`src/hdl/tal_cfg.svh`:
```
// register offsets, field positions and reset values of the alert unit
`ifndef TAL_CFG_SVH
`define TAL_CFG_SVH

`define TAL_ADDR_W 8
`define TAL_DATA_W 16

`define TAL_ADDR_CONFIG 8'h00
`define TAL_ADDR_MASK 8'h06
`define TAL_ADDR_LIMIT 8'h07

`define TAL_BIT_SHUNT_OVER 15
`define TAL_BIT_SHUNT_UNDER 14
`define TAL_BIT_BUS_OVER 13
`define TAL_BIT_BUS_UNDER 12
`define TAL_BIT_POWER_OVER 11
`define TAL_BIT_READY_PIN 10
`define TAL_BIT_LIMIT_HIT 4
`define TAL_BIT_CONV_DONE 3
`define TAL_BIT_ACTIVE_LEVEL 1
`define TAL_BIT_LATCH 0

`define TAL_MASK_WR_BITS 16'hFC03
`define TAL_MASK_RESET 16'h0000
`define TAL_LIMIT_RESET 16'h0000

`define TAL_MODE_LSB 0
`define TAL_MODE_PD_MASK 3'h3

`endif

```
`src/hdl/tal_pkg.sv`:
```
// types shared by the alert unit modules
`default_nettype none
package tal_pkg;

  typedef struct packed {
    logic shunt_valid;
    logic bus_valid;
    logic [15:0] shunt;
    logic [15:0] bus;
    logic [15:0] power;
  } tal_sample_t;

  typedef struct packed {
    logic shunt_over;
    logic shunt_under;
    logic bus_over;
    logic bus_under;
    logic power_over;
  } tal_enables_t;

  typedef enum logic [2:0] {
    TAL_FN_NONE,
    TAL_FN_SHUNT_OVER,
    TAL_FN_SHUNT_UNDER,
    TAL_FN_BUS_OVER,
    TAL_FN_BUS_UNDER,
    TAL_FN_POWER_OVER
  } tal_func_t;

endpackage
`default_nettype wire

```
`src/hdl/tal_alert.sv`:
```
// threshold alert unit: limit and mask registers, flags and alert pin
//
// What this block does
// - one limit register at offset 07h
// - five selectable over/under limit functions
// - open-drain alert pin asserts on violation
// - highest enabled bit selects the function
// - ready routing adds conversion done to pin
// - done flag bit 3, limit flag bit 4
// - without ready routing only limit drives pin
// - shunt functions compare after each shunt conversion
// - limit flag sets when measurement passes limit in the selected direction
// - pin active level from bit 1
// - latched: hold until config write or mask read
// - bus functions compare after each bus conversion
// - power compared after each bus conversion
// - compare single results, not averaged ones
// - done flag sets after full cycle completes
// - done flag clears on non-power-down config write or status read
`timescale 1ns/1ps
`default_nettype none
`include "tal_cfg.svh"
module tal_alert
  import tal_pkg::*;
(
  input wire logic clk,
  input wire logic rst_n,
  input wire logic [`TAL_ADDR_W-1:0] reg_addr,
  input wire logic reg_wr,
  input wire logic reg_rd,
  input wire logic [`TAL_DATA_W-1:0] reg_wdata,
  output logic [`TAL_DATA_W-1:0] reg_rdata,
  input wire logic shunt_valid,
  input wire logic [15:0] shunt_value,
  input wire logic bus_valid,
  input wire logic [15:0] bus_value,
  input wire logic [15:0] power_value,
  input wire logic cycle_done,
  output logic alert_out,
  output logic alert_oe
);

  // =====================================================================
  // state
  logic [15:0] threshold_limit;
  logic [15:0] mask_ctrl;
  logic conversion_done_flag;
  logic limit_hit_flag;
  logic [`TAL_DATA_W-1:0] next_reg_rdata;
  logic [15:0] next_threshold_limit;
  logic [15:0] next_mask_ctrl;
  logic next_conversion_done_flag;
  logic next_limit_hit_flag;
  logic next_alert_oe;

  logic wr_config;
  logic wr_mask;
  logic wr_limit;
  logic rd_mask;
  logic cfg_powerdown;
  logic cmp_valid;
  logic cmp_hit;
  logic latch_en;
  logic ready_to_pin_en;
  logic pin_active_level_sel;
  logic pin_asserted;
  logic [15:0] mask_view;
  tal_enables_t enables;
  tal_sample_t sample;

  // =====================================================================
  // decode
  always_comb
  begin
    wr_config = 1'b0;
    wr_mask = 1'b0;
    wr_limit = 1'b0;
    rd_mask = 1'b0;
    if (reg_wr && reg_addr == `TAL_ADDR_CONFIG)
      wr_config = 1'b1;
    else if (reg_wr && reg_addr == `TAL_ADDR_MASK)
      wr_mask = 1'b1;
    else if (reg_wr && reg_addr == `TAL_ADDR_LIMIT)
      wr_limit = 1'b1;
    // the mask register doubles as the status register
    if (reg_rd && reg_addr == `TAL_ADDR_MASK)
      rd_mask = 1'b1;
  end

  // power-down codes leave the done flag alone
  assign cfg_powerdown =
    (reg_wdata[`TAL_MODE_LSB +: 3] & `TAL_MODE_PD_MASK) == 3'h0;

  assign latch_en = mask_ctrl[`TAL_BIT_LATCH];
  assign ready_to_pin_en = mask_ctrl[`TAL_BIT_READY_PIN];
  assign pin_active_level_sel = mask_ctrl[`TAL_BIT_ACTIVE_LEVEL];

  assign enables.shunt_over = mask_ctrl[`TAL_BIT_SHUNT_OVER];
  assign enables.shunt_under = mask_ctrl[`TAL_BIT_SHUNT_UNDER];
  assign enables.bus_over = mask_ctrl[`TAL_BIT_BUS_OVER];
  assign enables.bus_under = mask_ctrl[`TAL_BIT_BUS_UNDER];
  assign enables.power_over = mask_ctrl[`TAL_BIT_POWER_OVER];

  assign sample.shunt_valid = shunt_valid;
  assign sample.bus_valid = bus_valid;
  assign sample.shunt = shunt_value;
  assign sample.bus = bus_value;
  assign sample.power = power_value;

  // =====================================================================
  // comparison
  tal_compare u_compare (
    .enables (enables),
    .limit (threshold_limit),
    .sample (sample),
    .cmp_valid (cmp_valid),
    .cmp_hit (cmp_hit)
  );

  // =====================================================================
  // registers and flags
  always_comb
  begin
    next_threshold_limit = threshold_limit;
    next_mask_ctrl = mask_ctrl;
    next_conversion_done_flag = conversion_done_flag;
    next_limit_hit_flag = limit_hit_flag;
    if (wr_limit)
      next_threshold_limit = reg_wdata;
    if (wr_mask)
      next_mask_ctrl = reg_wdata & `TAL_MASK_WR_BITS;
    // clear first, so a same-cycle set below wins
    if ((wr_config && !cfg_powerdown) || rd_mask)
      next_conversion_done_flag = 1'b0;
    if (cycle_done)
      next_conversion_done_flag = 1'b1;
    if (latch_en)
    begin
      if (wr_config || rd_mask)
        next_limit_hit_flag = 1'b0;
      if (cmp_valid && cmp_hit)
        next_limit_hit_flag = 1'b1;
    end
    else if (cmp_valid)
      next_limit_hit_flag = cmp_hit;
    else if (!(|(mask_ctrl[`TAL_BIT_SHUNT_OVER:`TAL_BIT_POWER_OVER])))
      // no function selected: nothing can keep the flag up
      next_limit_hit_flag = 1'b0;
  end

  always_ff @(posedge clk or negedge rst_n)
  begin
    if (!rst_n)
    begin
      threshold_limit <= `TAL_LIMIT_RESET;
      mask_ctrl <= `TAL_MASK_RESET;
      conversion_done_flag <= 1'b0;
      limit_hit_flag <= 1'b0;
    end
    else
    begin
      threshold_limit <= next_threshold_limit;
      mask_ctrl <= next_mask_ctrl;
      conversion_done_flag <= next_conversion_done_flag;
      limit_hit_flag <= next_limit_hit_flag;
    end
  end

  // =====================================================================
  // read data, registered one cycle after the read strobe
  always_comb
  begin
    mask_view = mask_ctrl;
    mask_view[`TAL_BIT_CONV_DONE] = conversion_done_flag;
    mask_view[`TAL_BIT_LIMIT_HIT] = limit_hit_flag;
    next_reg_rdata = reg_rdata;
    if (reg_rd)
    begin
      if (reg_addr == `TAL_ADDR_MASK)
        next_reg_rdata = mask_view;
      else if (reg_addr == `TAL_ADDR_LIMIT)
        next_reg_rdata = threshold_limit;
      else
        next_reg_rdata = 16'h0000;
    end
  end

  // =====================================================================
  // alert pin: open drain, only ever pulls low
  always_comb
  begin
    // the pin follows the flags of the next cycle, so a hit and
    // its pin change appear together
    pin_asserted = next_limit_hit_flag;
    if (ready_to_pin_en && next_conversion_done_flag)
      pin_asserted = 1'b1;
    // active low pulls while asserted, active high while idle
    if (pin_active_level_sel)
      next_alert_oe = !pin_asserted;
    else
      next_alert_oe = pin_asserted;
  end

  always_ff @(posedge clk or negedge rst_n)
  begin
    if (!rst_n)
    begin
      reg_rdata <= 16'h0000;
      alert_out <= 1'b0;
      alert_oe <= 1'b0;
    end
    else
    begin
      reg_rdata <= next_reg_rdata;
      alert_out <= 1'b0;
      alert_oe <= next_alert_oe;
    end
  end

endmodule
`default_nettype wire

```
`src/hdl/tal_compare.sv`:
```
// function selection and limit comparison of one result
`timescale 1ns/1ps
`default_nettype none
module tal_compare
  import tal_pkg::*;
(
  input wire tal_enables_t enables,
  input wire logic [15:0] limit,
  input wire tal_sample_t sample,
  output logic cmp_valid,
  output logic cmp_hit
);

  tal_func_t func;

  // =====================================================================
  // selection: highest enable bit wins
  always_comb
  begin
    if (enables.shunt_over)
      func = TAL_FN_SHUNT_OVER;
    else if (enables.shunt_under)
      func = TAL_FN_SHUNT_UNDER;
    else if (enables.bus_over)
      func = TAL_FN_BUS_OVER;
    else if (enables.bus_under)
      func = TAL_FN_BUS_UNDER;
    else if (enables.power_over)
      func = TAL_FN_POWER_OVER;
    else
      func = TAL_FN_NONE;
  end

  // =====================================================================
  // comparison per single conversion, never on averaged data
  always_comb
  begin
    cmp_valid = 1'b0;
    cmp_hit = 1'b0;
    case (func)
      TAL_FN_SHUNT_OVER:
      begin
        cmp_valid = sample.shunt_valid;
        cmp_hit = $signed(sample.shunt) > $signed(limit);
      end
      TAL_FN_SHUNT_UNDER:
      begin
        cmp_valid = sample.shunt_valid;
        cmp_hit = $signed(sample.shunt) < $signed(limit);
      end
      TAL_FN_BUS_OVER:
      begin
        cmp_valid = sample.bus_valid;
        cmp_hit = sample.bus > limit;
      end
      TAL_FN_BUS_UNDER:
      begin
        cmp_valid = sample.bus_valid;
        cmp_hit = sample.bus < limit;
      end
      TAL_FN_POWER_OVER:
      begin
        // power is ready alongside each bus conversion
        cmp_valid = sample.bus_valid;
        cmp_hit = sample.power > limit;
      end
      default:
      begin
        cmp_valid = 1'b0;
        cmp_hit = 1'b0;
      end
    endcase
  end

endmodule
`default_nettype wire

```
`config.mk`:
```
export PLATFORM = sky130hd
export DESIGN_NAME = tal_alert
export DESIGN_NICKNAME = d
export VERILOG_FILES = /design/src/hdl/tal_pkg.sv /design/src/hdl/tal_alert.sv /design/src/hdl/tal_compare.sv
export VERILOG_INCLUDE_DIRS = /design/src /design/src/hdl
export SDC_FILE = /design/constraint.sdc
export NUM_CORES = 1
export LEC_CHECK = 0
export BUFFER_PORTS_ARGS = -buffer_cell sky130_fd_sc_hd__clkbuf_2
export CORE_ASPECT_RATIO = 0.7
export CORE_UTILIZATION = 40
export CTS_BUF_LIST = sky130_fd_sc_hd__clkbuf_4
export CTS_CLUSTER_DIAMETER = 150
export DETAILED_ROUTE_END_ITERATION = 7
export HOLD_SLACK_MARGIN = 0.15
export PLACE_DENSITY = 0.68
export SLEW_MARGIN = 10
export SYNTH_ARGS = -nofsm -noshare
export SYNTH_HDL_FRONTEND = slang
export SYNTH_SLANG_ARGS = --single-unit
```
`constraint.sdc`:
```
create_clock -name clk -period 2.2 [get_ports clk]
set_input_delay 0.33 -clock clk [delete_from_list [all_inputs] [get_ports clk]]
set_output_delay 0.33 -clock clk [all_outputs]
set_load 0.005 [all_outputs]
```
==> results by group <==
Status
  – Outcome: finished with violations
  – Failing checks: negative setup slack

Timing
  – Final hold viol count: 0
  – F_max: 428.7 MHz
  – Final cycle utilization of the critical path: 106.0%
  – Worst hold margin: 196.1 ps
  – Final min period: 2333 ps
  – Setup TNS: -251.6 ps
  – Max Transition Viols Final: 0
  – Worst slew pin tran: 577.4 ps
  – Rel. slew slack: 61.42%
  – RSZ-0062 raised after global routing: yes
  – Clock skew: 10.39 ps
  – Final WS setup: -132.8 ps
  – Finish-stage setup viols: 2

Worst setup path
  – Max stage delay on crit path: 540 ps
  – Worst Setup End Kind: flip-flop
  – Crit path max-delay cell type: or4_4
  – CP Data Required Time: 2480 ps
  – Crit Path Category: flip-flop to flip-flop
  – Worst EP arrival: 2620 ps
  – Critical path fanouts, max: 3
  – Critical Path Source Type: flip-flop
  – Crit path cell chain: inv_2 > ha_4 > nand4_1 > or4_4 > a21oi_4 > nor3b_2 > o211a_1 > o31a_1 > a211oi_2

Drt
  – Vias: 2849
  – Vias per cell: 5.365
  – First drt pass iteration count: 5
  – Post-route ant nets: 0
  – First DRT Iteration DRCs: 119
  – Per-cell routed wire length: 16.21 um
  – Drc violations: 0
  – Total Wirelength: 8.607 mm

Synth
  – Synth top area share: 35.17%
  – Most used DFF post-synth: dfrtp_1
  – Post-synth top area cell: dfrtp_1
  – Synth Register Bits: 43
  – Post-synth EDFFs: 0
  – Synthesized cell area: 3059 um^2
  – Post-synthesis cell type count: 47
  – Syn Nets: 426
  – Register area share after synthesis: 35.17%
  – Syn Inst Count: 299
  – Async SR Flop Fraction: 100.0%
  – Top post-synthesis cells by area: dfrtp_1 35%, ha_1 20%, mux2_2 8.5%, inv_1 4.8%, mux2i_1 3.6%
  – Mean Syn Cell Area: 10.23 um^2
  – Synthesis warning total: 0

Floorplan
  – Starting density of the core: 41.61%
  – Area of the die: 8007 um^2
  – DIE WIDTH: 106.5 um
  – Num rows: 26
  – Total core area: 7352 um^2
  – IO Count: 97
  – Die Ht: 75.17 um

Power and ir drop
  – Switch share: 29.31%
  – Maximum vdd drop: 227.9 uV
  – Logic gate share of total power: 26.4%
  – Sw Pwr: 0.0005369 W
  – Internal: 0.001295 W
  – Clock Power Share: 27.6%
  – Leakage power: 2.056 nW
  – Seq pwr share: 46.1%
  – Power Dens Cells: 444.7 nW/um^2

CTS
  – CTS tree: built
  – Max clock buf depth: 2
  – Clk Latency, worst-skew pair: 360 ps
  – H-tree levels: 2
  – Clock root buffer: clkbuf_4
  – Register clock-pin slew on the reported worst setup and hold paths: 140 ps
  – Num CTS Buffers: 5
  – CTS Sinks: 43

Worst hold path
  – Path category of the worst min-delay check: input port to flip-flop

GRT
  – Global-route wire length before repair: 13.86 mm
  – GR Util All Layers: 22.69%
  – Largest net degree at the start of global routing: 44
  – Vias in the first global route: 2961
  – Initial antenna violation count: 0
  – Grt ovf: 0

Placed design
  – Dpl cells: 520
  – GP Congestion: 0.8696
  – Port bufs: 95
  – HPWL after DPL: 7.135 mm

Final layout
  – Commonest non-fill, non-tap cells in the layout: 95 x clkbuf_2, 43 x ha_1, 43 x dfrtp_1, 38 x buf_4, 30 x inv_1
  – # fillers: 688
  – Final antenna diode count: 0
  – Share of layout cells above drive strength 1: 44.80%
  – Leading cell type in the layout, fill and taps excluded: clkbuf_2
  – Fin nets: 560
  – Layout Utilization: 56.02%
  – Synth-to-Final Area Change: 34.64%
  – Finished Layout Cells: 531

Job
  – Maxcap violations: 0
[cell families after synthesis]
family	count (synthesis)	synth area share (%)
buffers and inverters	46	5.767
adder cells (fa/ha/maj)	48	19.63
AO/OA/AOI/OAI	71	15.99
other	1	0.1226
flip-flops	43	35.17
AND/OR/NAND/NOR	55	10.76
multiplexers	35	12.56
[stage by stage]
| step | total power [W] | cell area [um^2] | setup WS [ps] |
|---|---|---|---|
| 2_1_floorplan | 0.001084 | 3097 | -25.91 |
| 3_3_place_gp | 0.001289 | 3928 | -216.8 |
| 3_5_place_dp | 0.001311 | 3928 | -261.4 |
| 4_1_cts | 0.001823 | 4039 | -152.3 |
| 5_1_grt | 0.001936 | 4119 | -231.4 |
| 6_report | 0.001832 | 4119 | -132.8 |
[routing by layer]
layer / global-route usage [%] / routed length, um / part of all wire [%] / vias up
met5: 0 / 0 / 0 / -
met4: 4.718 / 36 / 0.42 / 0
met3: 4.589 / 493 / 5.7 / 7
met2: 40.84 / 3937 / 46 / 98
met1: 28.77 / 4140 / 48 / 1361
li1: - / - / - / 1383
[registers in the layout, indices dropped and copies added, names as in the netlist]
register	cells
alert_oe	1
conversion_done_flag	1
limit_hit_flag	1
mask_ctrl	8
reg_rdata	16
threshold_limit	16
[synthesized netlist by cell type, types with 2 or more instances]
cell type	instances
o211ai_1	4
clkbuf_1	6
o22ai_1	10
nand2b_1	2
o21ai_0	7
ha_1	48
a21boi_0	2
nand4_1	12
nand2_1	10
dfrtp_1	43
o32ai_1	6
mux2_2	23
nor2_1	5
a21oi_1	19
nand3_1	7
a21o_1	6
nor2b_1	3
or4_1	3
mux2i_1	11
o31a_1	3
nor3b_1	2
inv_1	39
nor4_1	2
nor3_1	3
[power by group through the flow]
| stage | clock network, W | logic [W] | registers [W] |
|---|---|---|---|
| 2_1_floorplan | 0 | 0.000233 | 0.000851 |
| 3_3_place_gp | 0 | 0.000433 | 0.000856 |
| 3_5_place_dp | 0 | 0.000453 | 0.000858 |
| 4_1_cts | 0.000515 | 0.000466 | 0.000843 |
| 5_1_grt | 0.000551 | 0.000538 | 0.000847 |
| 6_report | 0.000505 | 0.000483 | 0.000844 |
[repair_timing]
action                                  in CTS  in global routing
endpoints found under the setup margin       2                  2
hold buffers                                 1                  0
hold endpoints to repair                    43                  0
buffers inserted                             1                  3
pin swaps                                    8                  5
gates resized for setup                      5                 14
cloned                                       0                  0
[cell type report]
cell class | instances | area [um^2] | share of cell area [%]
clock buffers | 5 | 37.54 | 0.9113
clock inverters | 2 | 37.54 | 0.9113
inverters | 39 | 146.4 | 3.554
multi-input cells | 210 | 1928 | 46.81
flip-flops and latches | 43 | 1076 | 26.12
well taps | 98 | 122.6 | 2.977
repair buffers | 134 | 770.7 | 18.71
[path summary, 6_finish.rpt]
kind                       slack (ps)                start                   to  depth (start not counted)
hold / removal                    200         reg_wdata[2]   threshold_limit[2]                          2
max in group asynchronous        1230                rst_n   threshold_limit[4]                          3
hold reg to reg                   520   threshold_limit[2]   threshold_limit[2]                          1
setup reg to reg                 -130  threshold_limit[15]             alert_oe                          9
min in group asynchronous         560                rst_n  threshold_limit[13]                          3
setup / recovery                 -130  threshold_limit[15]             alert_oe                          9
[worst max-delay path, delay by kind of cell (launching register included)]
family          cells  cell delay (ps)
compound gates      4              790
simple gates        3              760
flops               1              380
fa+ha+maj           1              260
buf+inv             1               60
Power figures use the tool's default switching activity.
